$ cat config.mk
export PLATFORM = sky130hd
export DESIGN_NAME = sso_status_out
export DESIGN_NICKNAME = d
export VERILOG_FILES = /design/src/shared/sso_pkg.sv /design/src/logic/sso_status_out.sv
export VERILOG_INCLUDE_DIRS = /design/src /design/src/shared
export SDC_FILE = /design/constraint.sdc
export NUM_CORES = 1
export LEC_CHECK = 0
export ABC_AREA = 1
export BUFFER_PORTS_ARGS = -buffer_cell sky130_fd_sc_hd__buf_2
export CORE_AREA = 2 2 253 255
export DETAILED_ROUTE_END_ITERATION = 8
export DIE_AREA = 0 0 255 257
export REMOVE_ABC_BUFFERS = 1
export SETUP_SLACK_MARGIN = 0.05
export SYNTH_ARGS = -nofsm -noshare
export SYNTH_HDL_FRONTEND = slang
export SYNTH_SLANG_ARGS = --single-unit
$ cat constraint.sdc
create_clock -name clk_i -period 4.75 [get_ports clk_i]
set_clock_uncertainty 0.2 [all_clocks]
set_input_delay 0.475 -clock clk_i [delete_from_list [all_inputs] [get_ports clk_i]]
set_output_delay 0.475 -clock clk_i [all_outputs]
set_load 0.02 [all_outputs]
$ cat src/shared/sso_defs.svh
/*
 Register offsets, field positions, reset values, output function codes
 and timing figures of the servo status output block.
 Assumes inclusion by the package, the design file and the bench only.
*/
`ifndef SSO_DEFS_SVH
`define SSO_DEFS_SVH

`define SSO_A_CTRL 8'h00
`define SSO_A_INPOS_OFF 8'h01
`define SSO_A_W1A 8'h02
`define SSO_A_W1B 8'h03
`define SSO_A_W2A 8'h04
`define SSO_A_W2B 8'h05
`define SSO_A_FUNC0 8'h08
`define SSO_A_STATUS 8'h10
`define SSO_A_POS 8'h11

`define SSO_CTRL_AUX_MODE 0
`define SSO_N_TERMS 4
`define SSO_AUX_DEF 8'hFF
`define SSO_INPOS_OFF_RST 16'h000A

`define SSO_FC_LIFE 8'h2E
`define SSO_FC_AUX0 8'h3C
`define SSO_FC_AUX7 8'h43
`define SSO_FC_PRESET 8'h4B
`define SSO_FC_ALARM 8'h4C
`define SSO_FC_PERMIT 8'h4F
`define SSO_FC_CONT_DONE 8'h50
`define SSO_FC_CHG_DONE 8'h51
`define SSO_FC_CMD_DONE 8'h52
`define SSO_FC_WIN1 8'h53
`define SSO_FC_WIN2 8'h54

`define SSO_CLK_HZ 10000000
`define SSO_CONT_OFF_MS 50
`define SSO_CONT_OFF_CYC ((`SSO_CONT_OFF_MS * `SSO_CLK_HZ) / 1000)

`endif

$ cat src/shared/sso_pkg.sv
/*
 Types of the servo status output block: event carrier, status carrier,
 command pulses and the continuation state.
 Assumes sso_defs.svh for the number of output terminals.
*/
`default_nettype none
`include "sso_defs.svh"

package sso_pkg;

    typedef enum logic [1:0] {CS_IDLE, CS_PERMIT, CS_DONE, CS_HOLD} sso_cont_t;

    typedef struct packed {
        logic cap_life;
        logic fan_life;
        logic alarm;
        logic abs_sys;
        logic preset_begin;
        logic preset_end;
        logic motion_start;
        logic motion_end;
        logic pos_complete;
        logic cmd_exhausted;
        logic dwell;
        logic abort;
        logic onfly_start;
        logic zero_move;
        logic [7:0] aux_code;
        logic signed [31:0] cur_pos;
    } sso_ev_t;

    typedef struct packed {
        logic life_warn;
        logic alarm_ok;
        logic preset_done;
        logic cont_permit;
        logic cont_done;
        logic change_done;
        logic cmd_done;
        logic win1;
        logic win2;
        logic inpos;
        logic [7:0] aux;
    } sso_stat_t;

    typedef struct packed {
        logic start_go;
        logic cont_go;
        logic change_go;
    } sso_go_t;

    typedef struct packed {
        logic [2:0] sy1;
        logic [2:0] sy2;
        logic [2:0] sy3;
        logic [2:0] pf;
        logic [2:0] pp;
        sso_cont_t cont;
        logic [31:0] hold_cnt;
        logic [15:0] off_cnt;
        sso_stat_t stat;
        sso_go_t go;
        logic [`SSO_N_TERMS-1:0] terms;
        logic [31:0] rdata;
        logic aux_mode;
        logic [15:0] off_time;
        logic [1:0][31:0] wa;
        logic [1:0][31:0] wb;
        logic [`SSO_N_TERMS-1:0][7:0] func;
    } sso_state_t;

endpackage : sso_pkg

`default_nettype wire

$ cat src/logic/sso_status_out.sv
/*
 Status output generator of a servo amplifier toward a host controller:
 life warning, auxiliary code, preset done, alarm contact, continuation and
 change handshakes, command done, position windows and terminal mapping.
 Assumes the motion core on the same clock drives ev_i, and the host drives
 the three command pins asynchronously; they pass three flip-flops first.
 Assumes a bus master that never raises both strobes in one cycle and
 takes read data in the cycle after the read strobe only.
 Assumes ce_i comes from the same clock domain as every input but the three command pins.
*/
`include "sso_defs.svh"
`timescale 1ns/1ns
`default_nettype none

module sso_status_out #(
    parameter int unsigned CONT_OFF_CYC = `SSO_CONT_OFF_CYC
) (
    input wire logic clk_i,
    input wire logic rst_n_i,
    input wire logic ce_i,
    input wire logic [7:0] addr_i,
    input wire logic [31:0] wdata_i,
    input wire logic wr_i,
    input wire logic rd_i,
    output logic [31:0] rdata_o,
    input wire sso_pkg::sso_ev_t ev_i,
    input wire logic start_pin_i,
    input wire logic cont_pin_i,
    input wire logic change_pin_i,
    output sso_pkg::sso_stat_t stat_o,
    output sso_pkg::sso_go_t go_o,
    output logic [`SSO_N_TERMS-1:0] term_o
);
    import sso_pkg::*;

    sso_state_t q;
    sso_state_t d;

    // Level of one output function for a terminal function code
    function automatic logic fsel(input logic [7:0] code, input sso_stat_t s);
        logic [7:0] bitx;
        bitx = code - `SSO_FC_AUX0;
        if (code == `SSO_FC_LIFE) begin
            return s.life_warn;
        end else if (code >= `SSO_FC_AUX0 && code <= `SSO_FC_AUX7) begin
            return s.aux[bitx[2:0]];
        end else if (code == `SSO_FC_PRESET) begin
            return s.preset_done;
        end else if (code == `SSO_FC_ALARM) begin
            return s.alarm_ok;
        end else if (code == `SSO_FC_PERMIT) begin
            return s.cont_permit;
        end else if (code == `SSO_FC_CONT_DONE) begin
            return s.cont_done;
        end else if (code == `SSO_FC_CHG_DONE) begin
            return s.change_done;
        end else if (code == `SSO_FC_CMD_DONE) begin
            return s.cmd_done;
        end else if (code == `SSO_FC_WIN1) begin
            return s.win1;
        end else if (code == `SSO_FC_WIN2) begin
            return s.win2;
        end else begin
            return 1'b0;
        end
    endfunction : fsel

    // Window compare of the current position against two settings
    function automatic logic win(input logic [31:0] a, input logic [31:0] b,
                                 input logic signed [31:0] p);
        if (a == b) begin
            return 1'b0;
        end else if ($signed(a) < $signed(b)) begin
            return p >= $signed(a) && p <= $signed(b);
        end else begin
            return p >= $signed(a) || p <= $signed(b);
        end
    endfunction : win

    // Command done counts for starts only when a terminal carries it
    function automatic logic mapped(input logic [`SSO_N_TERMS-1:0][7:0] f,
                                    input logic [7:0] code);
        logic hit;
        hit = 1'b0;
        for (int i = 0; i < `SSO_N_TERMS; i++) begin
            if (f[i] == code) begin
                hit = 1'b1;
            end
        end
        return hit;
    endfunction : mapped

    // Register decode results
    localparam logic [3:0] RS_NONE = 4'h0;
    localparam logic [3:0] RS_CTRL = 4'h1;
    localparam logic [3:0] RS_INPOS = 4'h2;
    localparam logic [3:0] RS_W1A = 4'h3;
    localparam logic [3:0] RS_W1B = 4'h4;
    localparam logic [3:0] RS_W2A = 4'h5;
    localparam logic [3:0] RS_W2B = 4'h6;
    localparam logic [3:0] RS_FUNC = 4'h7;
    localparam logic [3:0] RS_STAT = 4'h8;
    localparam logic [3:0] RS_POS = 4'h9;

    // Register addressed by the bus, shared by the write and read paths
    function automatic logic [3:0] reg_dec(input logic [7:0] a);
        logic [7:0] off;
        off = a - `SSO_A_FUNC0;
        if (a == `SSO_A_CTRL) begin
            return RS_CTRL;
        end else if (a == `SSO_A_INPOS_OFF) begin
            return RS_INPOS;
        end else if (a == `SSO_A_W1A) begin
            return RS_W1A;
        end else if (a == `SSO_A_W1B) begin
            return RS_W1B;
        end else if (a == `SSO_A_W2A) begin
            return RS_W2A;
        end else if (a == `SSO_A_W2B) begin
            return RS_W2B;
        end else if (off < 8'(`SSO_N_TERMS)) begin
            return RS_FUNC;
        end else if (a == `SSO_A_STATUS) begin
            return RS_STAT;
        end else if (a == `SSO_A_POS) begin
            return RS_POS;
        end else begin
            return RS_NONE;
        end
    endfunction : reg_dec

    logic [2:0] rise;
    logic [7:0] fidx;
    logic cont_req;
    logic [3:0] asel;
    logic [2:0] pf_nx;
    logic [`SSO_N_TERMS-1:0] term_lvl;
    logic [1:0] win_lvl;

    // Pin filter per command pin: a level counts once stages two and three agree
    generate
        for (genvar g = 0; g < 3; g++) begin : g_pin
            assign pf_nx[g] = (q.sy2[g] == q.sy3[g]) ? q.sy3[g] : q.pf[g];
        end
    endgenerate

    // One function selector per output terminal
    generate
        for (genvar g = 0; g < `SSO_N_TERMS; g++) begin : g_term
            assign term_lvl[g] = fsel(q.func[g], q.stat);
        end
    endgenerate

    // Both position windows use the same comparator
    generate
        for (genvar g = 0; g < 2; g++) begin : g_win
            assign win_lvl[g] = win(q.wa[g], q.wb[g], ev_i.cur_pos);
        end
    endgenerate

    always_comb begin
        d = q;
        d.go = '0;
        rise = q.pf & ~q.pp;
        fidx = addr_i - `SSO_A_FUNC0;
        asel = reg_dec(addr_i);
        cont_req = 1'b0;

        // Pin filter: accept a level once second and third stage agree
        d.sy1 = {change_pin_i, cont_pin_i, start_pin_i};
        d.sy2 = q.sy1;
        d.sy3 = q.sy2;
        d.pf = pf_nx;
        d.pp = q.pf;

        // Plain status levels
        d.stat.life_warn = ev_i.cap_life | ev_i.fan_life;
        d.stat.alarm_ok = ~ev_i.alarm;

        // Preset done: begin clears, finish sets when abs_sys is high, set wins
        if (ev_i.preset_begin) begin
            d.stat.preset_done = 1'b0;
        end
        if (ev_i.abs_sys && ev_i.preset_end) begin
            d.stat.preset_done = 1'b1;
        end

        // Start acceptance and command done
        if (q.off_cnt != 16'h0000) begin
            d.off_cnt = q.off_cnt - 16'h0001;
        end
        if (rise[0] && (!mapped(q.func, `SSO_FC_CMD_DONE) || q.stat.cmd_done)) begin
            d.go.start_go = 1'b1;
            d.stat.cmd_done = 1'b0;
            if (ev_i.zero_move) begin
                d.off_cnt = q.off_time;
            end
        end
        if (ev_i.cmd_exhausted && !ev_i.dwell) begin
            d.stat.cmd_done = 1'b1;
        end
        if (ev_i.abort) begin
            d.stat.cmd_done = 1'b1;
        end
        d.stat.inpos = ev_i.pos_complete && d.off_cnt == 16'h0000;

        // Auxiliary code, any value passed through as is
        if (!q.aux_mode) begin
            if (ev_i.motion_end) begin
                d.stat.aux = `SSO_AUX_DEF;
            end else if (ev_i.motion_start) begin
                d.stat.aux = ev_i.aux_code;
            end
        end else if (ev_i.motion_end) begin
            d.stat.aux = ev_i.aux_code;
        end

        // Continuation handshake
        cont_req = rise[1] && q.stat.cont_permit;
        case (q.cont)
            CS_IDLE: begin
                d.stat.cont_permit = 1'b0;
                if (ev_i.onfly_start) begin
                    d.stat.cont_permit = 1'b1;
                    d.cont = CS_PERMIT;
                end
            end
            CS_PERMIT, CS_HOLD: begin
                if (q.cont == CS_HOLD) begin
                    if (q.hold_cnt == 32'h0000_0000) begin
                        d.stat.cont_permit = 1'b0;
                        d.cont = CS_IDLE;
                    end else begin
                        d.hold_cnt = q.hold_cnt - 32'h0000_0001;
                    end
                end else if (ev_i.motion_end) begin
                    d.hold_cnt = CONT_OFF_CYC - 32'h0000_0001;
                    d.cont = CS_HOLD;
                end
                if (cont_req) begin
                    d.go.cont_go = 1'b1;
                    d.stat.cont_done = 1'b1;
                    d.stat.cont_permit = 1'b0;
                    d.cont = CS_DONE;
                end
            end
            CS_DONE: begin
                if (!q.pf[1]) begin
                    d.stat.cont_done = 1'b0;
                    d.stat.cont_permit = 1'b1;
                    d.cont = CS_PERMIT;
                end
            end
            default: begin
                d.cont = CS_IDLE;
            end
        endcase
        if (ev_i.abort) begin
            d.cont = CS_IDLE;
            d.stat.cont_permit = 1'b0;
            d.stat.cont_done = 1'b0;
        end

        // Change handshake
        if (!q.pf[2]) begin
            d.stat.change_done = 1'b0;
        end
        if (rise[2] && !ev_i.pos_complete && q.cont != CS_IDLE) begin
            d.go.change_go = 1'b1;
            d.stat.change_done = 1'b1;
        end

        // Position windows
        d.stat.win1 = win_lvl[0];
        d.stat.win2 = win_lvl[1];

        // Terminal mapping
        d.terms = term_lvl;

        // Register writes
        if (wr_i) begin
            if (asel == RS_CTRL) begin
                d.aux_mode = wdata_i[`SSO_CTRL_AUX_MODE];
            end else if (asel == RS_INPOS) begin
                d.off_time = wdata_i[15:0];
            end else if (asel == RS_W1A) begin
                d.wa[0] = wdata_i;
            end else if (asel == RS_W1B) begin
                d.wb[0] = wdata_i;
            end else if (asel == RS_W2A) begin
                d.wa[1] = wdata_i;
            end else if (asel == RS_W2B) begin
                d.wb[1] = wdata_i;
            end else if (asel == RS_FUNC) begin
                d.func[fidx[1:0]] = wdata_i[7:0];
            end
        end

        // Register reads, data valid in the next cycle only
        d.rdata = 32'h0000_0000;
        if (rd_i) begin
            if (asel == RS_CTRL) begin
                d.rdata = {31'h0, q.aux_mode};
            end else if (asel == RS_INPOS) begin
                d.rdata = {16'h0000, q.off_time};
            end else if (asel == RS_W1A) begin
                d.rdata = q.wa[0];
            end else if (asel == RS_W1B) begin
                d.rdata = q.wb[0];
            end else if (asel == RS_W2A) begin
                d.rdata = q.wa[1];
            end else if (asel == RS_W2B) begin
                d.rdata = q.wb[1];
            end else if (asel == RS_FUNC) begin
                d.rdata = {24'h000000, q.func[fidx[1:0]]};
            end else if (asel == RS_STAT) begin
                d.rdata = {8'h00, q.cont, q.terms, q.stat};
            end else if (asel == RS_POS) begin
                d.rdata = ev_i.cur_pos;
            end
        end
    end

    always_ff @(posedge clk_i) begin
        if (!rst_n_i) begin
            q <= '0;
            q.stat.aux <= `SSO_AUX_DEF;
            q.stat.cmd_done <= 1'b1;
            q.off_time <= `SSO_INPOS_OFF_RST;
        end else if (ce_i) begin
            q <= d;
        end
    end

    assign rdata_o = q.rdata;
    assign stat_o = q.stat;
    assign go_o = q.go;
    assign term_o = q.terms;

endmodule : sso_status_out

`default_nettype wire

==> run summary <==
clk slew on worst S/H paths -> 0.06 ns
yosys warns -> 0
final setup vio count -> 0
Synth Area in Simple Gates -> 0.2258
Hold Path Class -> input port to flip-flop
Post-CTS Hold Fix Bufs -> 14
Top FF cell, synth -> dfxtp_1
most frequent cells in the layout -> 522 x nand2_1, 349 x a21oi_1, 325 x inv_1
share of cells above drive strength 1 -> 0.09567
synthesized flop and latch total -> 299
Final Core Density -> 0.3575
f_max -> 336.2 MHz
largest family of logic cells by synthesized area -> compound AO/OA/AOI/OAI gates
total gr overflow -> 0
status -> finished, final reports clean
drt initial violations -> 1714
worst skew pair latency -> 0.57 ns
fin. max-slew vios -> 0
Die W -> 255 um
area grow syn2layout -> 12.24%
CTS tree -> yes
# IOs -> 159
max_cap viols -> 0
DR DRC count -> 0
Synth area leaders -> dfxtp_1 30%, ha_1 12%, nand2_1 9.8%
non-filler cells, final -> 3848
Syn Inst Count -> 2918
Synth Cell Area -> 0.01998 sq mm
vias in the first global route -> 18279
Tmin final -> 2.975 ns
clock buffer depth -> 3
Worst Setup Start Kind -> input port
Core Region -> 0.06274 sq mm
post-synth top area share -> 0.2995
die area -> 0.06554 sq mm
Final Wtd Congestion -> 0.9040
Synth Area in XOR/XNOR -> 0.01096
Rel. slew slack -> 0.3177
Core Rows -> 92
TritonCTS Buffers -> 37
Worst EP required -> 4.99 ns
number of post-CTS setup repair buffers -> 0
commonest non-fill, non-tap cell in the layout -> nand2_1
Async SR Flop Fraction -> 0
sequential area share after synthesis -> 0.2995
post-CTS sizing -> 0
via/cell ratio -> 5.218
Post-Synth Adder-Cell Area -> 0.1227
Avg WL per Cell -> 18.86 um
Final Hold Fails -> 0
mux contribution to synthesized area -> 0
IR drop worst, VDD -> 0.2004 mV
Final TNS setup -> 0 ns
clock root cell -> clkbuf_16
Post-Route WL -> 72590 um
Tcrit/Tclk final -> 0.6262
Power Dens Cells -> 281.5 mW/mm^2
Placed Instances -> 3764
htree depth -> 2
register area -> 0.005986 sq mm
# port buffers -> 158
Critical Path AT -> 3.21 ns
fin nets -> 3269
CP endpoint kind -> flip-flop
CP Class -> input port to flip-flop
DRT Pass-1 Iters -> 5
# fillers -> 6779
footprint of the multi-input gates -> 0.01174 sq mm
Post-synth EDFFs -> 0
CP Max Fanout -> 38
synth unique cells -> 51
Post-Syn Area per Cell -> 6.848 sq um
Synth area leader -> dfxtp_1
via count -> 20077
Die H -> 257 um
CTS Sinks -> 299
pin slew with the least headroom to its limit -> 1.014 ns
global-route wire length before repair -> 109300 um
initial antenna violation count -> 11
Static Leakage -> 9.460 nW
RSZ-0062 raised after global routing -> false
largest net degree at the start of global routing -> 110
total track usage -> 0.2158
Initial Utilization -> 0.3185
HPWL Detailed -> 54240 um
DRT antenna net count -> 0
Synth Area in Compound Gates -> 0.2281
[routing by layer]
layer | wire (um) | up-vias | share of wire | track usage
li1 | - | 9997 | - | -
met1 | 32330 | 9170 | 0.45 | 0.2962
met2 | 31960 | 760 | 0.44 | 0.3371
met3 | 5778 | 136 | 0.080 | 0.03894
met4 | 2425 | 14 | 0.033 | 0.07570
met5 | 93 | - | 0.0013 | 0
[sequential cells by signal (all words and copies together), names as in the netlist]
signal / flops
q: 233
rdata_o: 32
stat_o: 18
term_o: 4
go_o: 3
d: 9
[synth_stat cells (all sizes together), types with 6 or more instances]
| library cell | count |
|---|---|
| nand2 | 530 |
| a21oi | 349 |
| inv | 338 |
| dfxtp | 299 |
| o21ai | 291 |
| nor2 | 263 |
| ha | 196 |
| buf | 97 |
| nand3 | 94 |
| clkbuf | 84 |
| nor3 | 84 |
| o211ai | 55 |
| o22ai | 49 |
| nand4 | 43 |
| a211oi | 27 |
| nor4 | 25 |
| xor2 | 16 |
| o221ai | 13 |
| a31oi | 10 |
| xnor2 | 9 |
| o21bai | 7 |
| o21a | 6 |
[final timing paths]
check | slack [ns] | to | cells past startpoint | start
setup / recovery | 1.78 | q[44] | 11 | addr_i[1]
hold / removal | 0.04 | stat_o[17] | 3 | ev_i[53]
setup reg to reg | 1.86 | stat_o[8] | 14 | q[24]
hold reg to reg | 0.26 | rdata_o[13] | 2 | rdata_o[13]
[cells by family after synthesis]
family / Yosys count
simple gates: 1051
flops: 299
compound gates: 826
buf+inv: 521
xor+xnor: 25
fa+ha+maj: 196
[final cells by class]
| cell class | count | area share |
|---|---|---|
| antenna | 2 | 0.0002231 |
| inverter | 340 | 0.05701 |
| tap | 846 | 0.04719 |
| timing repair buffer | 195 | 0.05043 |
| multi-input combinational | 2098 | 0.5235 |
| clock buffer | 48 | 0.04725 |
| sequential | 299 | 0.2669 |
| clock inverter | 20 | 0.007475 |
[per-stage QoR]
stage | hold slack (ns) | worst slack (ns) | cell area [sq um] | total power, mW
after global routing | 0.04012 | 1.630 | 22430 | 6.567
after global placement | 0.2510 | 1.307 | 21060 | 3.444
after CTS | 0.01431 | 1.830 | 22420 | 6.350
after detailed placement | 0.2550 | 1.225 | 21060 | 3.445
final | 0.03552 | 1.775 | 22430 | 6.315
after floorplan | 0.2307 | 1.896 | 19000 | 3.119
[power breakdown]
part           leakage [nW]  internal, mW  total, mW  switching (mW)
sequential             2.42          2.54       2.58          0.0365
clock                 0.617          1.69       2.91            1.21
combinational          6.42         0.273      0.830           0.558
total                  9.46          4.51       6.31            1.81
[critical path, stage by stage]
cell and delay [ns]:
buf_2 0.19, inv_1 0.06, nand2_1 0.10, nor2_1 0.07, nand2_1 0.52, inv_2 0.26
nor4_4 0.41, nand2_2 0.42, buf_4 0.41, o21ai_0 0.20, a21oi_1 0.05
Note: power is estimated with default switching activity, not from simulation.
